File: src/logic/ffm_pkg.sv
// Constants, carriers and states of the fast frequency-multiplier load block
package ffm_pkg;
	// Register byte offsets on the Avalon-MM slave
	localparam int ADDR_W = 5;
	localparam logic [ADDR_W-1:0] OFF_CTRL = 5'h00;
	localparam logic [ADDR_W-1:0] OFF_M_LOW = 5'h04;
	localparam logic [ADDR_W-1:0] OFF_M_HIGH = 5'h08;
	localparam logic [ADDR_W-1:0] OFF_N = 5'h0C;
	localparam logic [ADDR_W-1:0] OFF_LOCK_LOW = 5'h10;
	localparam logic [ADDR_W-1:0] OFF_LOCK_HIGH = 5'h14;
	localparam logic [ADDR_W-1:0] OFF_PRESCALE = 5'h18;
	// Control register layout
	localparam int CTRL_LOAD = 0;
	localparam int CTRL_FAST = 1;
	localparam int CTRL_VALID = 4;
	localparam logic [7:0] CTRL_RESET = 8'h0C;
	localparam logic [7:0] CTRL_STORED = 8'h0C;
	// Field widths and reset values
	localparam int DATA_W = 32;
	localparam int LOCK_W = 14;
	localparam int LOCK_LO_W = 8;
	localparam int LOCK_HI_W = 6;
	localparam int PRESCALE_W = 5;
	localparam logic [PRESCALE_W-1:0] PRESCALE_DIV1 = 5'h00;
	localparam logic [PRESCALE_W-1:0] PRESCALE_RESET = 5'h00;
	localparam logic [7:0] BYTE_RESET = 8'h00;
	localparam logic [LOCK_W-1:0] LOCK_RESET = 14'h0000;
	localparam logic [LOCK_W-1:0] LOCK_STEP = 14'h0001;
	// Timing: settle time after a fast load before the output runs
	localparam int CLK_MHZ = 40;
	localparam int SETTLE_NS = 1000;
	localparam int SETTLE_CYCLES = (SETTLE_NS * CLK_MHZ + 999) / 1000;
	localparam int CNT_W = 6;
	localparam logic [CNT_W-1:0] CNT_ZERO = 6'h00;
	localparam logic [CNT_W-1:0] CNT_ONE = 6'h01;

	typedef struct packed {
		logic read;
		logic write;
		logic [ADDR_W-1:0] address;
		logic [DATA_W-1:0] writedata;
	} ffm_avm_req_t;

	typedef struct packed {
		logic [7:0] m_high;
		logic [7:0] m_low;
		logic [7:0] n;
		logic [LOCK_W-1:0] lock;
	} ffm_mult_cfg_t;

	typedef enum logic [3:0] {
		ST_LOCKED = 4'b0001,
		ST_SEARCH = 4'b0010,
		ST_SETTLE = 4'b0100,
		ST_CONVERGE = 4'b1000
	} ffm_state_t;
endpackage

File: src/logic/ffm_fast_load.sv
// Fast frequency-multiplier load path with lock-value record and Avalon-MM registers
// Functional notes
// - Fast command only when core on, host off
// - Lock value split: low byte, upper six
// - Plain load makes multiplier search lock value
// - Fast loads N, M, lock; prescaler zero
// - Fast leaves prescale setting register unchanged
// - Fast load locks without any search
// - Stale lock value converges toward target
// - Oscillator held low while searching or settling
// - Valid at bit 4, fast bit 1, reset 0C
//
// The register offsets and the Avalon-MM interface to the registers were decided locally.
`timescale 1ns/10ps
module ffm_fast_load (
	// Clock and reset
	input wire logic clk,
	input wire logic reset,
	// Avalon-MM slave
	input wire ffm_pkg::ffm_avm_req_t avm_req,
	output logic waitrequest,
	output logic [ffm_pkg::DATA_W-1:0] readdata,
	// Clock-domain enables from power management and host side
	input wire logic core_enable,
	input wire logic host_enable,
	// Frequency multiplier and prescaler
	output ffm_pkg::ffm_mult_cfg_t mult_cfg,
	output logic [ffm_pkg::PRESCALE_W-1:0] prescale_div,
	output logic osc_enable
);
	import ffm_pkg::*;

	logic [7:0] ctrl_stored;
	logic [7:0] m_low;
	logic [7:0] m_high;
	logic [7:0] n_val;
	logic [LOCK_LO_W-1:0] lock_sup_low;
	logic [LOCK_HI_W-1:0] lock_sup_high;
	logic [PRESCALE_W-1:0] prescale_set;
	logic [LOCK_HI_W-1:0] snap_high;
	logic lock_valid;
	logic [LOCK_W-1:0] live;
	logic [CNT_W-1:0] settle_cnt;
	ffm_state_t state;
	ffm_state_t next_state;

	// Bus decode
	wire req = avm_req.read | avm_req.write;
	wire accept = req & ~waitrequest;
	wire wr_acc = accept & avm_req.write;
	wire rd_start = avm_req.read & waitrequest;
	wire hit_ctrl = avm_req.address == OFF_CTRL;
	wire hit_m_low = avm_req.address == OFF_M_LOW;
	wire hit_m_high = avm_req.address == OFF_M_HIGH;
	wire hit_n = avm_req.address == OFF_N;
	wire hit_lock_low = avm_req.address == OFF_LOCK_LOW;
	wire hit_lock_high = avm_req.address == OFF_LOCK_HIGH;
	wire hit_prescale = avm_req.address == OFF_PRESCALE;
	wire [7:0] wbyte = avm_req.writedata[7:0];

	wire cmd_ok = core_enable & ~host_enable;
	wire ctrl_wr = wr_acc & hit_ctrl;
	// fast command takes priority over plain load
	wire fast_go = ctrl_wr & wbyte[CTRL_FAST] & cmd_ok;
	wire load_go = ctrl_wr & wbyte[CTRL_LOAD] & ~wbyte[CTRL_FAST] & cmd_ok;
	wire [LOCK_W-1:0] lock_sup = {lock_sup_high, lock_sup_low};

	// Model of the loop: the lock value that hits the target for the loaded M and N
	wire [LOCK_W-1:0] target_lock = {mult_cfg.m_high[LOCK_HI_W-1:0], mult_cfg.m_low ^ mult_cfg.n};
	wire at_target = live == target_lock;
	wire [LOCK_W-1:0] live_step = (live < target_lock) ? live + LOCK_STEP : live - LOCK_STEP;
	// only a settled loop gives a coherent pair
	wire live_stable = state == ST_LOCKED;
	wire [7:0] ctrl_rd = (ctrl_stored & CTRL_STORED) | ({7'h00, lock_valid} << CTRL_VALID);

	// lock value halves on the bus, upper bits from the capture
	wire [7:0] rd_mux =
		hit_ctrl ? ctrl_rd :
		hit_m_low ? m_low :
		hit_m_high ? m_high :
		hit_n ? n_val :
		hit_lock_low ? live[LOCK_LO_W-1:0] :
		hit_lock_high ? {2'b00, snap_high} :
		hit_prescale ? {3'b000, prescale_set} : BYTE_RESET;

	always_comb begin
		next_state = state;
		unique case (state)
			ST_LOCKED: next_state = ST_LOCKED;
			ST_SEARCH: if (at_target) next_state = ST_LOCKED;
			ST_SETTLE: if (settle_cnt == CNT_ONE) next_state = ST_CONVERGE;
			ST_CONVERGE: if (at_target) next_state = ST_LOCKED;
		endcase
		if (load_go)
			next_state = ST_SEARCH;
		if (fast_go)
			next_state = ST_SETTLE;
	end

	// One wait cycle per access; read data prepared during it
	always_ff @(posedge clk) begin
		if (reset) begin
			waitrequest <= 1'b1;
			readdata <= '0;
		end else begin
			waitrequest <= ~(req & waitrequest);
			if (rd_start)
				readdata <= {24'h0000_00, rd_mux};
		end
	end

	// Software registers; command bits self-clear and read as zero
	always_ff @(posedge clk) begin
		if (reset) begin
			ctrl_stored <= CTRL_RESET;
			m_low <= BYTE_RESET;
			m_high <= BYTE_RESET;
			n_val <= BYTE_RESET;
			lock_sup_low <= BYTE_RESET;
			lock_sup_high <= LOCK_HI_W'(BYTE_RESET);
			prescale_set <= PRESCALE_RESET;
		end else if (wr_acc) begin
			if (hit_ctrl)
				ctrl_stored <= wbyte & CTRL_STORED;
			if (hit_m_low)
				m_low <= wbyte;
			if (hit_m_high)
				m_high <= wbyte;
			if (hit_n)
				n_val <= wbyte;
			if (hit_lock_low)
				lock_sup_low <= wbyte;
			if (hit_lock_high)
				lock_sup_high <= wbyte[LOCK_HI_W-1:0];
			// only software writes the prescale setting
			if (hit_prescale)
				prescale_set <= wbyte[PRESCALE_W-1:0];
		end
	end

	// capture upper bits and validity on the low-byte read
	always_ff @(posedge clk) begin
		if (reset) begin
			snap_high <= LOCK_HI_W'(BYTE_RESET);
			lock_valid <= 1'b0;
		end else if (rd_start && hit_lock_low) begin
			snap_high <= live[LOCK_W-1:LOCK_LO_W];
			lock_valid <= live_stable;
		end
	end

	// one-step transfer into the multiplier, prescaler to divide by one
	always_ff @(posedge clk) begin
		if (reset) begin
			mult_cfg <= '0;
			prescale_div <= PRESCALE_DIV1;
		end else if (fast_go || load_go) begin
			mult_cfg.m_high <= m_high;
			mult_cfg.m_low <= m_low;
			mult_cfg.n <= n_val;
			mult_cfg.lock <= fast_go ? lock_sup : live;
			prescale_div <= PRESCALE_DIV1;
		end
	end

	// Loop state; search and convergence both walk one step per clock
	always_ff @(posedge clk) begin
		if (reset) begin
			state <= ST_LOCKED;
			live <= LOCK_RESET;
			settle_cnt <= CNT_ZERO;
			osc_enable <= 1'b0;
		end else begin
			state <= next_state;
			if (fast_go)
				live <= lock_sup;
			// keep adjusting after a stale lock value
			else if (!load_go && (state == ST_SEARCH || state == ST_CONVERGE) && !at_target)
				live <= live_step;
			settle_cnt <= fast_go ? CNT_W'(SETTLE_CYCLES) : (settle_cnt == CNT_ZERO ? CNT_ZERO : settle_cnt - CNT_ONE);
			// output gated while searching or settling
			osc_enable <= next_state == ST_LOCKED || next_state == ST_CONVERGE;
		end
	end
endmodule

File: config.mk
export PLATFORM = sky130hd
export DESIGN_NAME = ffm_fast_load
export DESIGN_NICKNAME = d
export VERILOG_FILES = /design/src/logic/ffm_pkg.sv /design/src/logic/ffm_fast_load.sv
export SDC_FILE = /design/constraint.sdc
export NUM_CORES = 1
export LEC_CHECK = 0
export BUFFER_PORTS_ARGS = -buffer_cell sky130_fd_sc_hd__buf_2
export CAP_MARGIN = 40
export CORE_ASPECT_RATIO = 2
export CORE_MARGIN = 5
export CORE_UTILIZATION = 56
export CTS_CLUSTER_SIZE = 10
export DETAILED_ROUTE_END_ITERATION = 12
export PLACE_DENSITY = 0.81
export SLEW_MARGIN = 15
export SYNTH_ARGS = -nofsm -noshare
export SYNTH_HDL_FRONTEND = slang
export SYNTH_SLANG_ARGS = --single-unit
File: constraint.sdc
create_clock -name clk -period 4.2 [get_ports clk]
set_input_delay 0.84 -clock clk [delete_from_list [all_inputs] [get_ports clk]]
set_output_delay 0.84 -clock clk [all_outputs]
set_load 0.01 [all_outputs]
After elaboration in Yosys (flattened, before gate mapping)

Cells that the tools add are included.

Add/subtract/negate cells: 3
Order comparisons: 1
Equality and inequality tests: 14
Multiplexer cells: 18
Bitwise gates (word level): 18
Reductions and logical operators: 20

Operators with widths:

| kind                    | number |
|---|---|
| $mux W14                | 4 |
| $mux W8                 | 5 |
| $mux W6                 | 3 |
| $mux W4                 | 4 |
| $eq A5 B5 Y1 const B    | 3 |
| $add A14 B1 Y14 const B | 1 |
| $eq A14 B14 Y1          | 1 |
| $lt A14 B14 Y1          | 1 |
| $reduce_and A2 Y1       | 7 |
| $sub A14 B1 Y14 const B | 1 |
| $pmux W4 S3             | 1 |
| $and A1 B1 Y1           | 11 |
| $eq A5 B4 Y1 const B    | 2 |
| $eq A4 B1 Y1 const B    | 2 |
| $eq A4 B4 Y1 const B    | 2 |
| $xor A8 B8 Y8           | 1 |
| $eq A6 B1 Y1 const B    | 1 |
| $logic_not A6 Y1        | 1 |
| $sub A6 B1 Y6 const B   | 1 |
| $eq A5 B3 Y1 const B    | 1 |
| $logic_not A5 Y1        | 1 |
| $mux W5                 | 1 |
| $or A4 B5 Y5            | 1 |
| $eq A4 B2 Y1 const B    | 1 |
| 9 further kinds         | 17 |

Flip-flop bits (word level): 124
Logic and storage cells: 94

Logic depth before layout (Yosys ltp)

Depth after elaboration: 12
Depth in mapped cells: 16
Mapped depth without buffers: 16

Worst setup path after synthesis

No wires, ideal clock.

Kind: register -> register
Start point: register mult_cfg[18] (netlist bit)
End point: register live[12]
Data arrival time: 3740 ps
Data required time: 4084 ps
Slack: 344 ps
Stages on the path, launching flop included: 16
Cell sequence: dfxtp_1 > xnor2_1 > ha_1 > nand4_1 > a21oi_1 > a211o_1 > a21oi_1 > o21ai_0 > ha_1 > o21ai_0 > a21oi_1 > o311ai_0 > o21ai_0 > a21oi_1 > o22ai_1 > a41o_1

Longest elaborated chain between the ends: 5

Ends and longest elaborated chain:

| element                                          | line                                      | source |
|---|---|---|
| start: declaration                               | ffm_fast_load.sv:27                       | `output ffm_pkg::ffm_mult_cfg_t mult_cfg,` |
| $xor A8 B8 Y8 *                                  | ffm_fast_load.sv:69                       | `wire [LOCK_W-1:0] target_lock = {mult_cfg.m_high[LOCK_HI_W-1:0], mult_cfg.m_low ^ mult_cfg.n};` |
| $lt A14 B14 Y1 or $eq A14 B14 Y1 (tied branches) | ffm_fast_load.sv:71, ffm_fast_load.sv:70  |  |
| $mux W14 or $logic_not A1 Y1 (tied branches)     | ffm_fast_load.sv:71, ffm_fast_load.sv:178 |  |
| $mux W14 or $logic_and A1 B1 Y1 (tied branches)  | ffm_fast_load.sv:178                      | `else if (!load_go && (state == ST_SEARCH \|\| state == ST_CONVERGE) && !at_target)` |
| $mux W14 or $reduce_bool A2 Y1 (tied branches)   | -                                         |  |
| end signal: assignment                           | ffm_fast_load.sv:176                      | `live <= lock_sup;` |
| end signal: assignment                           | ffm_fast_load.sv:179                      | `live <= live_step;` |
| end: declaration                                 | ffm_fast_load.sv:42                       | `logic [LOCK_W-1:0] live;` |

Every way passes the cells marked *; elsewhere a longest branch is shown, timed or not. The select of a mux whose other input is x is not followed.
A chain may end at the register's enable or synchronous reset.

Final worst setup path

Start point: register mult_cfg[16] (netlist bit)
End point: register live[12]

Same word-level chain as after synthesis.

==> flow_results.xml <==
<?xml version="1.0" encoding="UTF-8"?>
<metrics>
  <group name="synthesis">
    <metric name="synth_edf_count" unit="">0</metric>
    <metric name="postSynthCellCount" unit="">762</metric>
    <metric name="synth-seq-cells" unit="">124</metric>
    <metric name="avgSynthCellArea" unit="um^2">8.17</metric>
    <metric name="synth_area" unit="um^2">6230</metric>
    <metric name="synth.yosys.seq_area_share" unit="%">39.9</metric>
    <metric name="ys_async_sr_fraction" unit="%">0</metric>
    <metric name="synthesis.yosys.warnings" unit="">0</metric>
    <metric name="synthDistinctLibCells" unit="">58</metric>
    <metric name="synth_ff_type" unit="">sky130_fd_sc_hd__dfxtp_1</metric>
  </group>
  <group name="final_layout">
    <metric name="antenna_diodes" unit="">0</metric>
    <metric name="final_net_count" unit="">913</metric>
    <metric name="flow.area_growth_from_synthesis" unit="%">17.8</metric>
    <metric name="post-route-cell-area" unit="um^2">7340</metric>
    <metric name="layout.cells.non_filler" unit="">994</metric>
    <metric name="layout-drive-gt1-share" unit="%">17.6</metric>
  </group>
  <group name="die">
    <metric name="placementRows" unit="">54</metric>
    <metric name="fp.dieH" unit="um">159</metric>
    <metric name="boundaryPins" unit="">120</metric>
    <metric name="placeableCoreArea" unit="um^2">10900</metric>
    <metric name="die_width" unit="um">84.6</metric>
    <metric name="starting_utilization_of_the_core_area" unit="%">57.3</metric>
    <metric name="die_area" unit="um^2">13500</metric>
  </group>
  <group name="cts">
    <metric name="clock_tree.buffer_depth" unit="">2</metric>
    <metric name="clkTransAtPathRegs" unit="ns">0.06</metric>
    <metric name="cts_tree" unit="">built</metric>
    <metric name="htree_depth" unit="">4</metric>
    <metric name="worstSkewPairLatency" unit="ns">0.42</metric>
    <metric name="clk_root_buffer_cell" unit="">sky130_fd_sc_hd__clkbuf_16</metric>
    <metric name="tritoncts_num_sinks" unit="">124</metric>
    <metric name="post-cts-setup-buffer-count" unit="">0</metric>
    <metric name="tritoncts_buffers" unit="">17</metric>
  </group>
  <group name="drt">
    <metric name="dr.pass1.iters" unit="">5</metric>
    <metric name="drt_drc_violations_left" unit="">0</metric>
    <metric name="detail-route-antenna-nets" unit="">0</metric>
    <metric name="wl_per_cell" unit="um">19.3</metric>
    <metric name="vias" unit="">5959</metric>
    <metric name="via_count_normalized_by_instance_count" unit="">5.99</metric>
    <metric name="routed_wl" unit="um">19100</metric>
    <metric name="drt-initial-drc-count" unit="">559</metric>
  </group>
  <group name="global_routing">
    <metric name="groute.usage.overall" unit="%">28.3</metric>
    <metric name="vias_in_the_first_global_route" unit="">5839</metric>
    <metric name="grt_first_pass_wirelength" unit="um">30000</metric>
    <metric name="antenna_violations_before_repair" unit="">0</metric>
    <metric name="gr-usage-met3" unit="%">5.28</metric>
    <metric name="grt-ovfl-total" unit="">0</metric>
    <metric name="maximum_number_of_pins_on_one_net_before_global_route_repair" unit="">70</metric>
    <metric name="grt_busiest_layer" unit="">met2</metric>
    <metric name="global_route.usage.met1" unit="%">28.2</metric>
    <metric name="grt_use_met2" unit="%">51.0</metric>
  </group>
  <group name="placed_design">
    <metric name="detailed_placement_wirelength_estimate" unit="um">14200</metric>
    <metric name="port_buffers" unit="">66</metric>
    <metric name="gpl.final_weighted_congestion" unit="">1.01</metric>
    <metric name="numPlacedInstances" unit="">961</metric>
    <metric name="placed_area" unit="um^2">6730</metric>
  </group>
  <group name="timing">
    <metric name="setup_violations" unit="">0</metric>
    <metric name="report.final.slew_viol_count" unit="">0</metric>
    <metric name="rsz_0062_raised_after_global_routing" unit="">false</metric>
    <metric name="worst_pin_slew" unit="ns">0.789</metric>
    <metric name="fmaxAchievable" unit="GHz">0.260</metric>
    <metric name="final_period_minus_worst_setup_slack" unit="ns">3.84</metric>
    <metric name="largest_clock_skew_in_the_final_design" unit="ns">0.00913</metric>
    <metric name="report.final.hold_viol_count" unit="">0</metric>
    <metric name="worst_slew_margin_rel" unit="%">47.2</metric>
    <metric name="final_worst_path_period_share" unit="%">91.5</metric>
    <metric name="fin_tns_setup" unit="ns">0</metric>
  </group>
  <group name="setup_path">
    <metric name="timing.critical_path.to_type" unit="">flop</metric>
    <metric name="ff2ff_path_depth" unit="">16</metric>
    <metric name="worst_setup_path_start_kind" unit="">flop</metric>
    <metric name="rrSetupSlack" unit="ns">0.36</metric>
    <metric name="critPathMaxFanout" unit="">8</metric>
    <metric name="worst-setup-path-type" unit="">reg2reg</metric>
    <metric name="critPathArrivalTime" unit="ns">4.15</metric>
    <metric name="critPathRequiredTime" unit="ns">4.51</metric>
  </group>
  <group name="hold_path">
    <metric name="min_delay_path_depth" unit="">2</metric>
    <metric name="hold_path.class" unit="">reg2reg</metric>
  </group>
  <group name="power">
    <metric name="static-leakage-power" unit="nW">2.93</metric>
    <metric name="power_density" unit="nW/um^2">404</metric>
    <metric name="worst_ir_drop_vdd" unit="V">0.000392</metric>
  </group>
  <group name="status">
    <metric name="run_status" unit="">completed</metric>
  </group>
  <group name="job">
    <metric name="cap_violations" unit="">0</metric>
  </group>
</metrics>
## routing by layer
layer | part of all wire [%] | up-vias | wire length (um)
met5 | 0 | - | 0
met4 | 7.8 | 0 | 1500
met3 | 7.1 | 86 | 1360
met2 | 52 | 343 | 9980
met1 | 33 | 2750 | 6300
li1 | - | 2780 | -
## report_power, final
part | switching (W) | internal [W]
combinational | 0.000160 | 0.0000810
sequential | 0.0000295 | 0.00121
clock | 0.000590 | 0.000895
total | 0.000780 | 0.00219
## cell families (layout without fill, tap and decap cells)
family | Yosys count | count (layout) | synth area share [%]
compound gates | 177 | 177 | 17.2
xor+xnor | 19 | 19 | 2.67
fa+ha+maj | 29 | 29 | 5.95
buf+inv | 88 | 152 | 7.27
flops | 124 | 124 | 39.9
mux | 38 | 38 | 6.25
other cells | 1 | 29 | 0.0602
simple gates | 286 | 286 | 20.8
## registers in the layout (all words and copies together) (netlist names)
signal         flops
ctrl_stored        2
live              14
lock_sup_high      6
lock_sup_low       8
lock_valid         1
m_high             8
m_low              8
mult_cfg          38
n_val              8
osc_enable         1
prescale_set       5
readdata           8
settle_cnt         6
snap_high          6
state              4
waitrequest        1
## cells in the mapped netlist (8+ instances only)
master                     instances  share of area [%]
sky130_fd_sc_hd__a211oi_1          8               0.96
sky130_fd_sc_hd__a21oi_1          85                6.8
sky130_fd_sc_hd__a22oi_1          22                2.7
sky130_fd_sc_hd__a31oi_1          14                1.4
sky130_fd_sc_hd__buf_2             8               0.64
sky130_fd_sc_hd__buf_4            30                3.6
sky130_fd_sc_hd__clkbuf_1         28                1.7
sky130_fd_sc_hd__dfxtp_1         124                 40
sky130_fd_sc_hd__ha_1             28                5.6
sky130_fd_sc_hd__inv_1            17                1.0
sky130_fd_sc_hd__mux2i_1          31                5.0
sky130_fd_sc_hd__nand2_1         129                7.8
sky130_fd_sc_hd__nand2b_1          8               0.80
sky130_fd_sc_hd__nand3_1          33                2.7
sky130_fd_sc_hd__nor2_1           66                4.0
sky130_fd_sc_hd__nor3_1           18                1.4
sky130_fd_sc_hd__o21ai_0          16                1.3
sky130_fd_sc_hd__xnor2_1          14                2.0
## timing repair
action | 4_1_cts | 5_1_grt
endpoints found under the setup margin | 0 | 1
hold buffers | 0 | 0
resized for setup | 0 | 1
## final cells by class
class / instances / area, um^2
timing repair buffer: 102 / 601
fill: 886 / 3540
clock buffer: 17 / 425
multi-input combinational: 578 / 3410
clock inverter: 15 / 176
sequential: 124 / 2480
inverter: 18 / 67.6
tap: 140 / 175
## through the flow
| stage | util, % | setup slack (ns) | hold slack, ns | power, W |
|---|---|---|---|---|
| 3_3_place_gp | 61.8 | 0.326 | 0.425 | 0.00148 |
| 6_report | 67.4 | 0.357 | 0.464 | 0.00297 |
| 3_5_place_dp | 61.9 | 0.166 | 0.454 | 0.00150 |
| 2_1_floorplan | - | 0.344 | 0.430 | 0.00145 |
| 4_1_cts | 67.4 | 0.166 | 0.462 | 0.00297 |
| 5_1_grt | 67.4 | 0.145 | 0.489 | 0.00306 |
## cell usage in the layout (no fill, tap or decap), types with 6 or more instances in the layout
cell type                   count
sky130_fd_sc_hd__nand2_1      129
sky130_fd_sc_hd__dfxtp_1      124
sky130_fd_sc_hd__a21oi_1       85
sky130_fd_sc_hd__nor2_1        66
sky130_fd_sc_hd__buf_2         66
sky130_fd_sc_hd__buf_4         36
sky130_fd_sc_hd__nand3_1       33
sky130_fd_sc_hd__mux2i_1       31
sky130_fd_sc_hd__conb_1        29
sky130_fd_sc_hd__ha_1          28
sky130_fd_sc_hd__a22oi_1       22
sky130_fd_sc_hd__nor3_1        18
sky130_fd_sc_hd__inv_1         17
sky130_fd_sc_hd__clkbuf_16     17
sky130_fd_sc_hd__o21ai_0       15
sky130_fd_sc_hd__xnor2_1       14
sky130_fd_sc_hd__a31oi_1       14
sky130_fd_sc_hd__nand2b_1       8
sky130_fd_sc_hd__a211oi_1       8
sky130_fd_sc_hd__o22ai_1        7
sky130_fd_sc_hd__mux2_2         7
sky130_fd_sc_hd__inv_6          6
## worst paths after layout
check / start / to
worst min-delay path: prescale_set[0] / prescale_set[0]
worst min register to register: prescale_set[0] / prescale_set[0]
worst max-delay path: mult_cfg[16] / live[12]
worst max register to register: mult_cfg[16] / live[12]
## worst max-delay path: stages (launching register included)
cell and delay (ns):
sky130_fd_sc_hd__dfxtp_1 0.33, sky130_fd_sc_hd__xnor2_1 0.26, sky130_fd_sc_hd__ha_1 0.28, sky130_fd_sc_hd__nand4_1 0.12, sky130_fd_sc_hd__a21oi_1 0.06, sky130_fd_sc_hd__a211o_1 0.31, sky130_fd_sc_hd__a21oi_1 0.14, sky130_fd_sc_hd__o21ai_0 0.09
sky130_fd_sc_hd__buf_4 0.19, sky130_fd_sc_hd__buf_4 0.17, sky130_fd_sc_hd__ha_1 0.19, sky130_fd_sc_hd__or3_1 0.41, sky130_fd_sc_hd__o311ai_1 0.48, sky130_fd_sc_hd__o21ai_0 0.17, sky130_fd_sc_hd__a21oi_1 0.21, sky130_fd_sc_hd__o22ai_1 0.10
sky130_fd_sc_hd__a41o_1 0.22
No activity file was read; power rests on OpenSTA's default activity.
